File: src/axcs_defines.svh
// Register offsets, field positions, reset values and codes for the aux config bank
`ifndef AXCS_DEFINES_SVH
`define AXCS_DEFINES_SVH

`define AXCS_ADDR_CH8_SETUP    8'h2f
`define AXCS_ADDR_CLK_SRC      8'h32

`define AXCS_CH8_RST           8'h07
`define AXCS_CLK_SRC_RST       8'h00

`define AXCS_CH8_SRC_MSB       6
`define AXCS_CH8_SRC_LSB       5
`define AXCS_CH8_SLOT_MSB      4
`define AXCS_CH8_SLOT_LSB      0
`define AXCS_PREDIV_MSB        7
`define AXCS_PREDIV_LSB        6
`define AXCS_BCLKDIV_MSB       5
`define AXCS_BCLKDIV_LSB       3
`define AXCS_CH8_RSVD_BIT      7
`define AXCS_CLK_RSVD_MSB      2
`define AXCS_CLK_RSVD_LSB      0

`define AXCS_SRC_RST           2'h0
`define AXCS_SLOT_RST          5'h07
`define AXCS_PREDIV_RST        2'h0
`define AXCS_BCLKDIV_RST       3'h0

`define AXCS_HALF_SLOTS        5'h10

`endif

File: src/axcs_pkg.sv
// Types shared by the aux config bank
package axcs_pkg;

  typedef enum logic [1:0] {
    axcs_src_off,
    axcs_src_playback,
    axcs_src_loopback,
    axcs_src_link
  } axcs_ch8_src_e;

  typedef enum logic [1:0] {
    axcs_fmt_tdm,
    axcs_fmt_i2s,
    axcs_fmt_lj
  } axcs_format_e;

  typedef struct packed {
    logic [1:0] prediv_source_select;
    logic [2:0] main_port_bitclk_div_source;
  } axcs_clk_sel_s;

  typedef struct packed {
    logic       active;
    logic       right_half;
    logic [4:0] slot_index;
  } axcs_slot_match_s;

endpackage

File: src/axcs_slot_map.sv
// Maps the channel-8 slot number onto a frame slot for the current framing
`timescale 1ns/1ps
`include "axcs_defines.svh"

module axcs_slot_map (
  // Settings
  input  wire logic [1:0]          ch8_source_field,
  input  wire logic [4:0]          ch8_slot_number,
  input  wire axcs_pkg::axcs_format_e format,
  // Mapped slot
  output axcs_pkg::axcs_slot_match_s match
);

  always_comb begin
    match.active     = (axcs_pkg::axcs_ch8_src_e'(ch8_source_field) != axcs_pkg::axcs_src_off);
    match.right_half = 1'b0;
    match.slot_index = 5'h00;
    if (!match.active) begin
      match.slot_index = 5'h00;
    end else if (format == axcs_pkg::axcs_fmt_tdm) begin
      match.slot_index = ch8_slot_number;
    end else begin
      match.right_half = (ch8_slot_number >= `AXCS_HALF_SLOTS);
      match.slot_index = {1'b0, ch8_slot_number[3:0]};
    end
  end

endmodule

File: src/axcs_regs.sv
// Channel-8 receive setup and clock source select registers
`timescale 1ns/1ps
`include "axcs_defines.svh"

module axcs_regs (
  // Clock and reset
  input  wire logic                   clock,
  input  wire logic                   srst,
  // Control port register access
  input  wire logic                   reg_wr,
  input  wire logic                   reg_rd,
  input  wire logic [7:0]             reg_addr,
  input  wire logic [7:0]             reg_wdata,
  output logic      [7:0]             reg_rdata,
  // Frame context from the secondary serial port
  input  wire axcs_pkg::axcs_format_e  frame_format,
  input  wire logic                   slot_strobe,
  input  wire logic                   slot_right,
  input  wire logic [4:0]             slot_index,
  input  wire logic [31:0]            slot_data,
  // Channel 8 settings and captured data
  output logic      [1:0]             ch8_source_field,
  output logic      [4:0]             ch8_slot_number,
  output logic                        ch8_valid,
  output logic      [31:0]            ch8_data,
  // Clock source selects
  output axcs_pkg::axcs_clk_sel_s      clk_sel
);

  // Settings group
  logic [1:0]                 src_q;
  logic [1:0]                 src_d;
  logic [4:0]                 slot_q;
  logic [4:0]                 slot_d;
  axcs_pkg::axcs_clk_sel_s    clk_q;
  axcs_pkg::axcs_clk_sel_s    clk_d;

  // Read group
  logic [7:0]                 rdata_q;
  logic [7:0]                 rdata_d;

  // Capture group
  logic                       valid_q;
  logic                       valid_d;
  logic [31:0]                data_q;
  logic [31:0]                data_d;

  // Address decode
  logic                       wr_ch8;
  logic                       wr_clk;
  logic                       rd_ch8;
  logic                       rd_clk;

  // Readback words
  logic [7:0]                 ch8_word;
  logic [7:0]                 clk_word;

  // Slot match
  axcs_pkg::axcs_slot_match_s match;
  logic                       slot_eq;
  logic                       half_eq;
  logic                       hit;

  axcs_slot_map u_map (
    .ch8_source_field (src_q),
    .ch8_slot_number  (slot_q),
    .format           (frame_format),
    .match            (match)
  );

  // Address decode; offsets of neighbouring banks leave every strobe low
  always_comb begin
    wr_ch8 = 1'b0;
    wr_clk = 1'b0;
    rd_ch8 = 1'b0;
    rd_clk = 1'b0;

    case (reg_addr)
      `AXCS_ADDR_CH8_SETUP: begin
        wr_ch8 = reg_wr;
        rd_ch8 = reg_rd;
      end
      `AXCS_ADDR_CLK_SRC: begin
        wr_clk = reg_wr;
        rd_clk = reg_rd;
      end
      default: begin
        wr_ch8 = 1'b0;
        rd_ch8 = 1'b0;
      end
    endcase
  end

  // Settings: next values
  always_comb begin
    src_d  = src_q;
    slot_d = slot_q;
    clk_d  = clk_q;

    // Bit 7 has no storage, so a stray one written there never reads back
    if (wr_ch8) begin
      src_d  = reg_wdata[`AXCS_CH8_SRC_MSB:`AXCS_CH8_SRC_LSB];
      slot_d = reg_wdata[`AXCS_CH8_SLOT_MSB:`AXCS_CH8_SLOT_LSB];
    end

    // Bits 2-0 have no storage either
    if (wr_clk) begin
      clk_d.prediv_source_select =
        reg_wdata[`AXCS_PREDIV_MSB:`AXCS_PREDIV_LSB];
      // Reserved codes are stored as written; steering them is software's hazard
      clk_d.main_port_bitclk_div_source =
        reg_wdata[`AXCS_BCLKDIV_MSB:`AXCS_BCLKDIV_LSB];
    end
  end

  // Settings: registers
  always_ff @(posedge clock) begin
    if (srst) begin
      src_q                             <= `AXCS_SRC_RST;
      slot_q                            <= `AXCS_SLOT_RST;
      clk_q.prediv_source_select        <= `AXCS_PREDIV_RST;
      clk_q.main_port_bitclk_div_source <= `AXCS_BCLKDIV_RST;
    end else begin
      src_q  <= src_d;
      slot_q <= slot_d;
      clk_q  <= clk_d;
    end
  end

  // Readback words; reserved bits are tied low here rather than stored
  always_comb begin
    // Channel-8 setup word
    ch8_word = 8'h00;
    ch8_word[`AXCS_CH8_SRC_MSB:`AXCS_CH8_SRC_LSB]   = src_q;
    ch8_word[`AXCS_CH8_SLOT_MSB:`AXCS_CH8_SLOT_LSB] = slot_q;
    ch8_word[`AXCS_CH8_RSVD_BIT]                    = 1'b0;

    // Clock source word
    clk_word = 8'h00;
    clk_word[`AXCS_PREDIV_MSB:`AXCS_PREDIV_LSB]     = clk_q.prediv_source_select;
    clk_word[`AXCS_BCLKDIV_MSB:`AXCS_BCLKDIV_LSB]   = clk_q.main_port_bitclk_div_source;
    clk_word[`AXCS_CLK_RSVD_MSB:`AXCS_CLK_RSVD_LSB] = 3'h0;
  end

  // Read data: next value; held between reads so software may sample late
  always_comb begin
    rdata_d = rdata_q;
    if (reg_rd) begin
      // Unmapped offsets read as zero
      rdata_d = 8'h00;
      if (rd_ch8) begin
        rdata_d = ch8_word;
      end
      if (rd_clk) begin
        rdata_d = clk_word;
      end
    end
  end

  // Read data: register; a write in the same cycle is not yet visible here
  always_ff @(posedge clock) begin
    if (srst) begin
      rdata_q <= 8'h00;
    end else begin
      rdata_q <= rdata_d;
    end
  end

  // Capture: next values
  always_comb begin
    slot_eq = (slot_index == match.slot_index);
    half_eq = (slot_right == match.right_half);
    hit     = 1'b0;
    if (match.active && slot_strobe) begin
      case (frame_format)
        axcs_pkg::axcs_fmt_tdm: begin
          hit = slot_eq;
        end
        default: begin
          // I2S and left-justified framing split the slots into two halves
          hit = slot_eq && half_eq;
        end
      endcase
    end

    // A disabled channel never hits, so its last word simply stays put
    valid_d = hit;
    data_d  = data_q;
    if (hit) begin
      data_d = slot_data;
    end
  end

  // Capture: registers
  always_ff @(posedge clock) begin
    if (srst) begin
      valid_q <= 1'b0;
      data_q  <= 32'h0000_0000;
    end else begin
      valid_q <= valid_d;
      data_q  <= data_d;
    end
  end

  // Outputs, each straight from its register
  assign reg_rdata        = rdata_q;
  assign ch8_source_field = src_q;
  assign ch8_slot_number  = slot_q;
  assign ch8_valid        = valid_q;
  assign ch8_data         = data_q;
  assign clk_sel          = clk_q;

endmodule

File: config.mk
export PLATFORM = sky130hd
export DESIGN_NAME = axcs_regs
export DESIGN_NICKNAME = d
export VERILOG_FILES = /design/src/axcs_pkg.sv /design/src/axcs_slot_map.sv /design/src/axcs_regs.sv
export VERILOG_INCLUDE_DIRS = /design/src
export SDC_FILE = /design/constraint.sdc
export NUM_CORES = 1
export LEC_CHECK = 0
export BUFFER_PORTS_ARGS = -buffer_cell sky130_fd_sc_hd__buf_4
export CAP_MARGIN = 20
export CELL_PAD_IN_SITES_DETAIL_PLACEMENT = 1
export CELL_PAD_IN_SITES_GLOBAL_PLACEMENT = 1
export CORE_UTILIZATION = 36
export DETAILED_ROUTE_END_ITERATION = 8
export GPL_ROUTABILITY_DRIVEN = 0
export HOLD_SLACK_MARGIN = 0.06
export PLACE_DENSITY_LB_ADDON = 0.15
export SLEW_MARGIN = 20
export SYNTH_ARGS = -nofsm -noshare
export SYNTH_HDL_FRONTEND = slang
export SYNTH_SLANG_ARGS = --single-unit
File: constraint.sdc
create_clock -name clock -period 3.51 [get_ports clock]
set_input_delay 0 -clock clock [delete_from_list [all_inputs] [get_ports clock]]
set_output_delay 0 -clock clock [all_outputs]
set_load 0.02 [all_outputs]
**Word-level counts from Yosys, hierarchy flattened**

Index checks and enable logic that the tools add are counted.

- Register bits after elaboration: 53
- Bits in latches: 0
- Memory bits (writable): 0
- Bits in read-only memories: 0
- Bits of input ports: 61
- Logic and storage cells: 28
- Memories kept: 0

- Add/sub/neg operators: 0
- Multiply operators: 0
- Divide/modulo/power cells: 0
- $lt $le $gt $ge: 1
- Equal/unequal tests: 4
- Shift-type cells: 0
- Muxes and demuxes: 12
- Bitwise gates (word level): 0
- Reductions and logical operators: 4

Operators by type and width:

| cell | count |
|---|---|
| $eq A8 B6 Y1 const B | 2 |
| $mux W5 | 2 |
| $mux W1 | 8 |
| $mux W8 | 1 |
| $mux W7 | 1 |
| $eq A5 B5 Y1 | 1 |
| $ge A5 B5 Y1 const B | 1 |
| $logic_and A1 B1 Y1 | 2 |
| $logic_not A2 Y1 | 1 |
| $reduce_bool A2 Y1 | 1 |
| $eq A1 B1 Y1 | 1 |

**Depth between registers and ports, before layout**

Gate-level depths: netlist of the first run.

- Word-level depth: 7
- Depth in mapped cells: 6
- Depth with buffers taken out: 5

**By module**

Synthesis of the first run repeated with hierarchy kept, for this count alone.

- Cell total of the unflattened synthesis: 282
- Area, all modules: 2479.9 um2

Modules (own cells, without submodules):

| module | times used | cells each | area an instance (um2) | seq. area each (um2) |
|---|---|---|---|---|
| axcs_regs | 1 | 272 | 2422.3 | 1061.0 |
| axcs_slot_map | 1 | 10 | 57.6 | 0.0 |

**Least setup slack after synthesis of the first run**

No wires, ideal clock.

- Kind: register -> register
- Start: reg src_q[1] (netlist: ch8_source_field[1])
- End: reg data_q[0] (netlist: ch8_data[0])
- Library setup time: 0.072 ns
- Arrival time: 1.475 ns
- Required time: 3.438 ns
- Path slack: 1.963 ns
- Cell stages (with the launch flop): 7
- Path buffers: 1
- Period minus slack after synthesis: 1.547 ns
- Path through: dfxtp_1 -> o21a_1 -> nor3_1 -> a31oi_1 -> a21oi_4 -> buf_8 -> mux2i_1

- Cells in the longest elaborated chain, start to end: 6

RTL lines:

| what | RTL line | source |
|---|---|---|
| start: declaration | axcs_regs.sv:31 | `logic [1:0] src_q;` |
| start signal: assignment | axcs_regs.sv:119 | `` src_q <= `AXCS_SRC_RST; `` |
| start signal: assignment | axcs_regs.sv:124 | `src_q <= src_d;` |
| $reduce_bool A2 Y1 * | axcs_slot_map.sv:15 | `match.active = (axcs_pkg::axcs_ch8_src_e'(ch8_source_field) != axcs_pkg::axcs_src_off);` |
| $mux W5 or $mux W1 (tied branches) | axcs_slot_map.sv:18 | `if (!match.active) begin` |
| $eq A5 B5 Y1 or $eq A1 B1 Y1 (tied branches) | axcs_regs.sv:171, axcs_regs.sv:172 |  |
| $logic_and A1 B1 Y1 | axcs_regs.sv:181 | `hit = slot_eq && half_eq;` |
| $mux W1 | axcs_regs.sv:175 | `case (frame_format)` |
| $mux W1 * | axcs_regs.sv:174 | `if (match.active && slot_strobe) begin` |
| end signal: assignment | axcs_regs.sv:201 | `data_q <= data_d;` |
| end: declaration | axcs_regs.sv:45 | `logic [31:0] data_q;` |

Mark *: on every way between the ends. The rest lies on a longest branch, timed or not.
A chain may end at the register's enable or synchronous reset.

**Worst setup path after layout of the first run**

- Start: reg src_q[1] (netlist: ch8_source_field[1])
- End: reg data_q[5] (netlist: ch8_data[5])

The elaborated chain is that of the path after synthesis.

==> results of run 1 <==
-- logic make-up after synthesis --
logic type	synth area share
buffers and inverters	0.0350
AO/OA/AOI/OAI	0.0562
AND/OR/NAND/NOR	0.257
multiplexers	0.187
XOR/XNOR	0.0149
flip-flops	0.450
-- area by class of cell --
cell class                 count  area, sq um
tap                           77         96.3
clock inverter                 1         30.0
timing repair buffer         156         1280
clock buffer                   7         86.3
fill                         715         2580
inverter                       1         3.75
sequential                    53         1060
multi-input combinational    165         1210
-- registers in the layout, indices dropped and copies added (netlist names) --
register / count
clk_sel: 5
reg_rdata: 8
ch8_slot_number: 5
ch8_data: 32
ch8_source_field: 2
ch8_valid: 1
-- worst register-to-register path, cell delays in order, from the launching register on --
cell and delay (ps):
dfxtp_1 360, o21a_1 250, nor3_1 180, a31oi_1 100, a21oi_4 160, buf_4 480, mux2i_1 280
-- metrics by stage --
step	cells	cell area, sq um	setup slack (ps)
after floorplan	231	2360	1960
after global placement	410	3230	1770
after detailed placement	410	3230	1640
after CTS	460	3770	1620
after global routing	460	3770	1530
final	460	3770	1640
-- per-layer routing --
metal / part of all wire / global-route usage / up-vias
li1: - / - / 1077
met1: 0.45 / 0.240 / 1013
met2: 0.50 / 0.364 / 69
met3: 0.036 / 0.0378 / 5
met4: 0.011 / 0.0564 / 0
met5: 0 / 0 / -
-- where the power goes --
| group | switching (W) | internal [W] | leakage (nW) |
|---|---|---|---|
| clock network | 0.000197 | 0.000233 | 0.0585 |
| logic | 0.0000466 | 0.0000935 | 1.15 |
| registers | 0.000000228 | 0.000601 | 0.427 |
-- worst max-delay path by stage --
stage / cells after the start / start / slack (ps) / to
floorplan: 6 / ch8_source_field[1]$_SDFFE_PP0P_ / 1960 / ch8_data[0]$_SDFFE_PP0P_
global placement: 6 / ch8_source_field[1]$_SDFFE_PP0P_ / 1770 / ch8_data[15]$_SDFFE_PP0P_
detailed placement: 6 / ch8_source_field[1]$_SDFFE_PP0P_ / 1640 / ch8_data[16]$_SDFFE_PP0P_
CTS: 6 / ch8_source_field[1]$_SDFFE_PP0P_ / 1620 / ch8_data[5]$_SDFFE_PP0P_
global route: 6 / ch8_source_field[1]$_SDFFE_PP0P_ / 1530 / ch8_data[8]$_SDFFE_PP0P_
finish: 6 / ch8_source_field[1]$_SDFFE_PP0P_ / 1640 / ch8_data[5]$_SDFFE_PP0P_
-- timing repair --
action                                  in CTS  in global routing
hold buffers                                42                  0
endpoints found under the hold margin       45                  0
endpoints found under the setup margin       0                  0
setup buffers                                0                  0
resized for setup                            0                  0
-- layout by cell type, fill, tap and decap left out, types with 3 or more instances in the layout --
cell type	n
mux2i_1	44
dfxtp_1	53
a2bb2oi_1	4
nand2b_1	67
a22oi_1	7
nor2_1	18
clkbuf_8	6
dlygate4sd3_1	42
xnor2_1	3
buf_4	114
==> reports/metrics.cfg, run 1 <==
[critical_path]
required_ps = 3740
crit_chain = o21a_1 > nor3_1 > a31oi_1 > a21oi_4 > buf_4 > mux2i_1
r2r_cells = 6
cpPeakStageDelay_ps = 480
rrSetupSlack_ps = 1640
worst_r2r_endpoint = ch8_data[5]$_SDFFE_PP0P_
crit_buf_inv = 1
cp-end-kind = flip-flop
cp.arrival_ps = 2110
start_kind = flip-flop
reg2reg_from = ch8_source_field[1]$_SDFFE_PP0P_
cp_top_family = compound AO/OA/AOI/OAI gates
crit_path_top_delay_cell = buf_4
cp_max_fo = 33
criticalPathCategory = flip-flop to flip-flop

[die]
core_area_sq_mm = 0.00635
initial_utilization = 0.371
rows = 29
ioPinCount = 114
fp.dieH_um = 82.9
dieArea_sq_mm = 0.00688
die_w_um = 82.9

[logic_synthesis]
synthTopCellsByCount = nand2b_1, dfxtp_1, mux2i_1
synth-seq-cells = 53
seq_area_frac_synth = 0.450
synth.avg_cell_area_sq_um = 10.2
synth_area_leaders = dfxtp_1, mux2i_1, nand2b_1, nor2_1, a22oi_1
synthCells = 231
ys.flop_type = dfxtp_1
syn_area_sq_mm = 0.00236
synth_edf_count = 0
netlist-cell-type-count = 28
synthArstFlopShare = 0
yosysMostFrequentCell = nand2b_1
synth_top_area_frac = 0.450
yosys_warnings = 0
syn-num-nets = 292
yosysTopAreaCell = dfxtp_1

[placement]
dp_hpwl_um = 4280
io_buffers = 113

[clock_tree]
clk_pin_slew_worst_paths_ps = 100
clkLatencyLatePin_ps = 300
htree_levels = 2
clock-sinks = 53
cts-root-buf = clkbuf_8
cts_tree = done
cts_buffer_depth = 2
numCtsBuffers = 5

[sta]
finalMaxSlewViolations = 0
fin_skew_ps = 4.83
fin_hold_ws_ps = 212
period_minus_slack_ps = 1870
setup_viol = 0
fin_tns_setup_ps = 0
max_clock_freq_ghz = 0.534
final.period_utilization = 0.534
relSlewSlack = 0.575
rsz0062_at_grt = false
worstMarginPinSlew_ps = 637
hold_viol_final = 0

[finish]
drive_above_1_share = 0.326
fin_util = 0.593
antenna_cells = 0
final_nets = 443
syn2layout_area_growth_pct = 59.8

[power]
totalPowerFinal_w = 0.00117
peakVddDrop_mv = 0.209
power_density_mw_per_mm2 = 311
p_leak_nw = 1.64

[global_route]
grt_usage = 0.201
grt_pass1_wl_um = 11000
grt_antenna_before_repair = 0
grt_overflow = 0
grt_max_degree = 86
grt_pass1_vias = 2298

[detailed_routing]
avgRoutedWirePerCell_um = 14.7
route.detailed.drc = 0
drt_iter0_markers = 42
drtAntennaViolNets = 0
routed_via_density = 4.70
vias = 2164
drt_pass1_iterations = 3
wl_um = 6750

[hold_path]
hold_depth = 2
hold_path_class = input port to flip-flop
whs_endpoint = clk_sel[4]$_SDFFE_PP0P_
hold_start = srst

[job]
drv_cap = 0

[run_status]
outcome = finished, final reports clean

Note: power is estimated with default switching activity, not from simulation.
==> run 2: changes to the inputs <==
ABC_AREA = 1   (was default)
CORE_UTILIZATION = 33   (was 36)
clock period = 1.79 ns   (was 3.51 ns; I/O delays follow)
==> run 2 against run 1 <==
  * Routed wire length is 18% higher
  * Sequential cell count unchanged
  * Largest power group unchanged
  * Combinational power increased to 2.6 times the previous value
  * Clock skew grew 3.2 ps
  * Die area is 25% higher
  * Worst hold slack improved by 42 ps
==> reports/metrics.cfg, run 2 <==
[critical_path]
r2r_cells = 7
start_kind = input port
criticalPathCategory = input port to flip-flop
crit_path_top_delay_cell = dlygate4sd3_1
required_ps = 2040
cpPeakStageDelay_ps = 550
worst_r2r_endpoint = ch8_data[3]$_SDFFE_PP0P_
crit_chain = dlygate4sd3_1 > buf_4 > nand3_1 > inv_2 > nand2_1 > a21oi_1 > dlygate4sd3_1
reg2reg_from = ch8_source_field[1]$_SDFFE_PP0P_
cp-end-kind = flip-flop
rrSetupSlack_ps = 180
cp.arrival_ps = 1910
path_common_cell = dlygate4sd3_1
cp_max_fo = 8

[clock_tree]
htree_levels = 2
ctsResizeCount = 0
cts_buffer_depth = 2
cts_tree = done
cts-root-buf = clkbuf_8
numCtsBuffers = 5
clkLatencyLatePin_ps = 310
clock-sinks = 53
clk_pin_slew_worst_paths_ps = 90

[run_status]
outcome = finished, final reports clean

[sta]
relSlewSlack = 0.763
worstMarginPinSlew_ps = 356
fin_tns_setup_ps = 0
period_minus_slack_ps = 1660
max_clock_freq_ghz = 0.603
hold_viol_final = 0
setup_viol = 0
final.period_utilization = 0.927
finalMaxSlewViolations = 0
fin_skew_ps = 8.05
fin_ws_ps = 131
rsz0062_at_grt = false

[hold_path]
hold_depth = 6
hold_path_class = input port to flip-flop
hold_start = reg_addr[0]
whs_endpoint = reg_rdata[5]$_SDFFE_PP0P_

[placement]
io_buffers = 113
pre_cts_slack_ps = 163
dp_cells = 559
dp_hpwl_um = 5430

[detailed_routing]
routed_via_density = 4.57
wl_um = 7970
route.detailed.drc = 0
drtAntennaViolNets = 0
avgRoutedWirePerCell_um = 13.0
drt_pass1_iterations = 4
drt_iter0_markers = 61
vias = 2803

[logic_synthesis]
netlist-cell-type-count = 21
synth_edf_count = 0
yosysTopAreaCell = dfxtp_1
yosysMostFrequentCell = nand2_1
seq_area_frac_synth = 0.392
synthTopCellsByCount = nand2_1, dfxtp_1, inv_1
ys.flop_type = dfxtp_1
synth.avg_cell_area_sq_um = 7.58
synth_area_leaders = dfxtp_1, nand2_1, a21oi_2, inv_1, nor2_2
syn-num-nets = 418
synthCells = 357
synthArstFlopShare = 0
yosys_warnings = 0
synth-seq-cells = 53
syn_area_sq_mm = 0.00271
synth_top_area_frac = 0.392

[finish]
final_nets = 571
layout_common_cells = buf_4, nand2_1, dfxtp_1
syn2layout_area_growth_pct = 53.8
layoutNonFillerInstCount = 613
antenna_cells = 0
final_common_cell = buf_4
drive_above_1_share = 0.395
largest_reg_flops = 32

[die]
initial_utilization = 0.345
rows = 32
dieArea_sq_mm = 0.00857
die_w_um = 92.6
ioPinCount = 114
fp.dieH_um = 92.6
core_area_sq_mm = 0.00785

[global_route]
grt_antenna_before_repair = 0
grt_pass1_vias = 2838
grt_usage = 0.192
grt_overflow = 0
grt_max_degree = 66
grt_pass1_wl_um = 13100

[job]
drv_cap = 0

[power]
power_density_mw_per_mm2 = 577
seqPwrFrac = 0.494
p_int_w = 0.00184
switchingPower_w = 0.000568
peakVddDrop_mv = 0.375
p_leak_nw = 1.91
switching_share = 0.236
p_clk_frac = 0.356
pwr-share-comb = 0.150

[run 2: worst max path at each step]
stage                                      from                               to  slack [ps]
2_1_floorplan   ch8_slot_number[3]$_SDFFE_PP0P_        ch8_data[12]$_SDFFE_PP0P_         370
3_3_place_gp   ch8_source_field[1]$_SDFFE_PP0P_         ch8_data[0]$_SDFFE_PP0P_         200
3_5_place_dp   ch8_source_field[1]$_SDFFE_PP0P_         ch8_data[3]$_SDFFE_PP0P_         160
4_1_cts                                  reg_wr  ch8_slot_number[4]$_SDFFE_PP0P_         140
5_1_grt                                  reg_wr  ch8_slot_number[4]$_SDFFE_PP0P_           5
6_report                                 reg_wr  ch8_slot_number[4]$_SDFFE_PP0P_         130
[run 2: what timing repair did]
item / CTS / global route
setup buffers: 0 / 0
endpoints found under the hold margin: 49 / 0
hold buffers: 46 / 0
setup endpoints to repair: 0 / 0
[run 2: layout make-up]
class | count | area, sq um
sequential | 53 | 1060
clock buffer | 6 | 82.6
inverter | 54 | 203
multi-input combinational | 230 | 1250
tap | 102 | 128
timing repair buffer | 166 | 1400
fill | 995 | 3680
clock inverter | 2 | 37.5
[run 2: metrics by stage]
stage / total power, W / hold WS, ps / util / instance area (sq um)
floorplan: 0.00135 / 69.1 / - / 2710
CTS: 0.00244 / 235 / 0.530 / 4160
global route: 0.00253 / 295 / 0.530 / 4160
finish: 0.00240 / 254 / 0.530 / 4160
detailed placement: 0.00150 / 232 / 0.456 / 3580
global placement: 0.00149 / 202 / 0.456 / 3580
[run 2: worst max-delay path, delay by kind of cell]
| family | cells | cell delay [ps] |
|---|---|---|
| AO/OA/AOI/OAI | 1 | 120 |
| buffers and inverters | 4 | 1460 |
| AND/OR/NAND/NOR | 2 | 340 |
[run 2: power groups by stage]
stage / Clock (W) / Sequential [W] / Combinational [W]
final: 0.000856 / 0.00119 / 0.000360
after global routing: 0.000944 / 0.00119 / 0.000393
after global placement: 0 / 0.00122 / 0.000278
after floorplan: 0 / 0.00122 / 0.000130
after detailed placement: 0 / 0.00122 / 0.000284
after CTS: 0.000890 / 0.00119 / 0.000359
[run 2: layer usage]
metal,vias to the layer above,wire length (um),global-route usage
met5,-,0,0
li1,1418,-,-
met2,66,4220,0.364
met3,7,331,0.0378
met4,0,90,0.0521
met1,1312,3330,0.217
[run 2: cell families after synthesis]
logic type                after synthesis  synth area share
and+or+nand+nor                       167             0.297
AOI/OAI and AO/OA                      62             0.158
buffers and inverters                  74             0.150
DFF                                    53             0.392
xor gates and xnor gates                1           0.00324
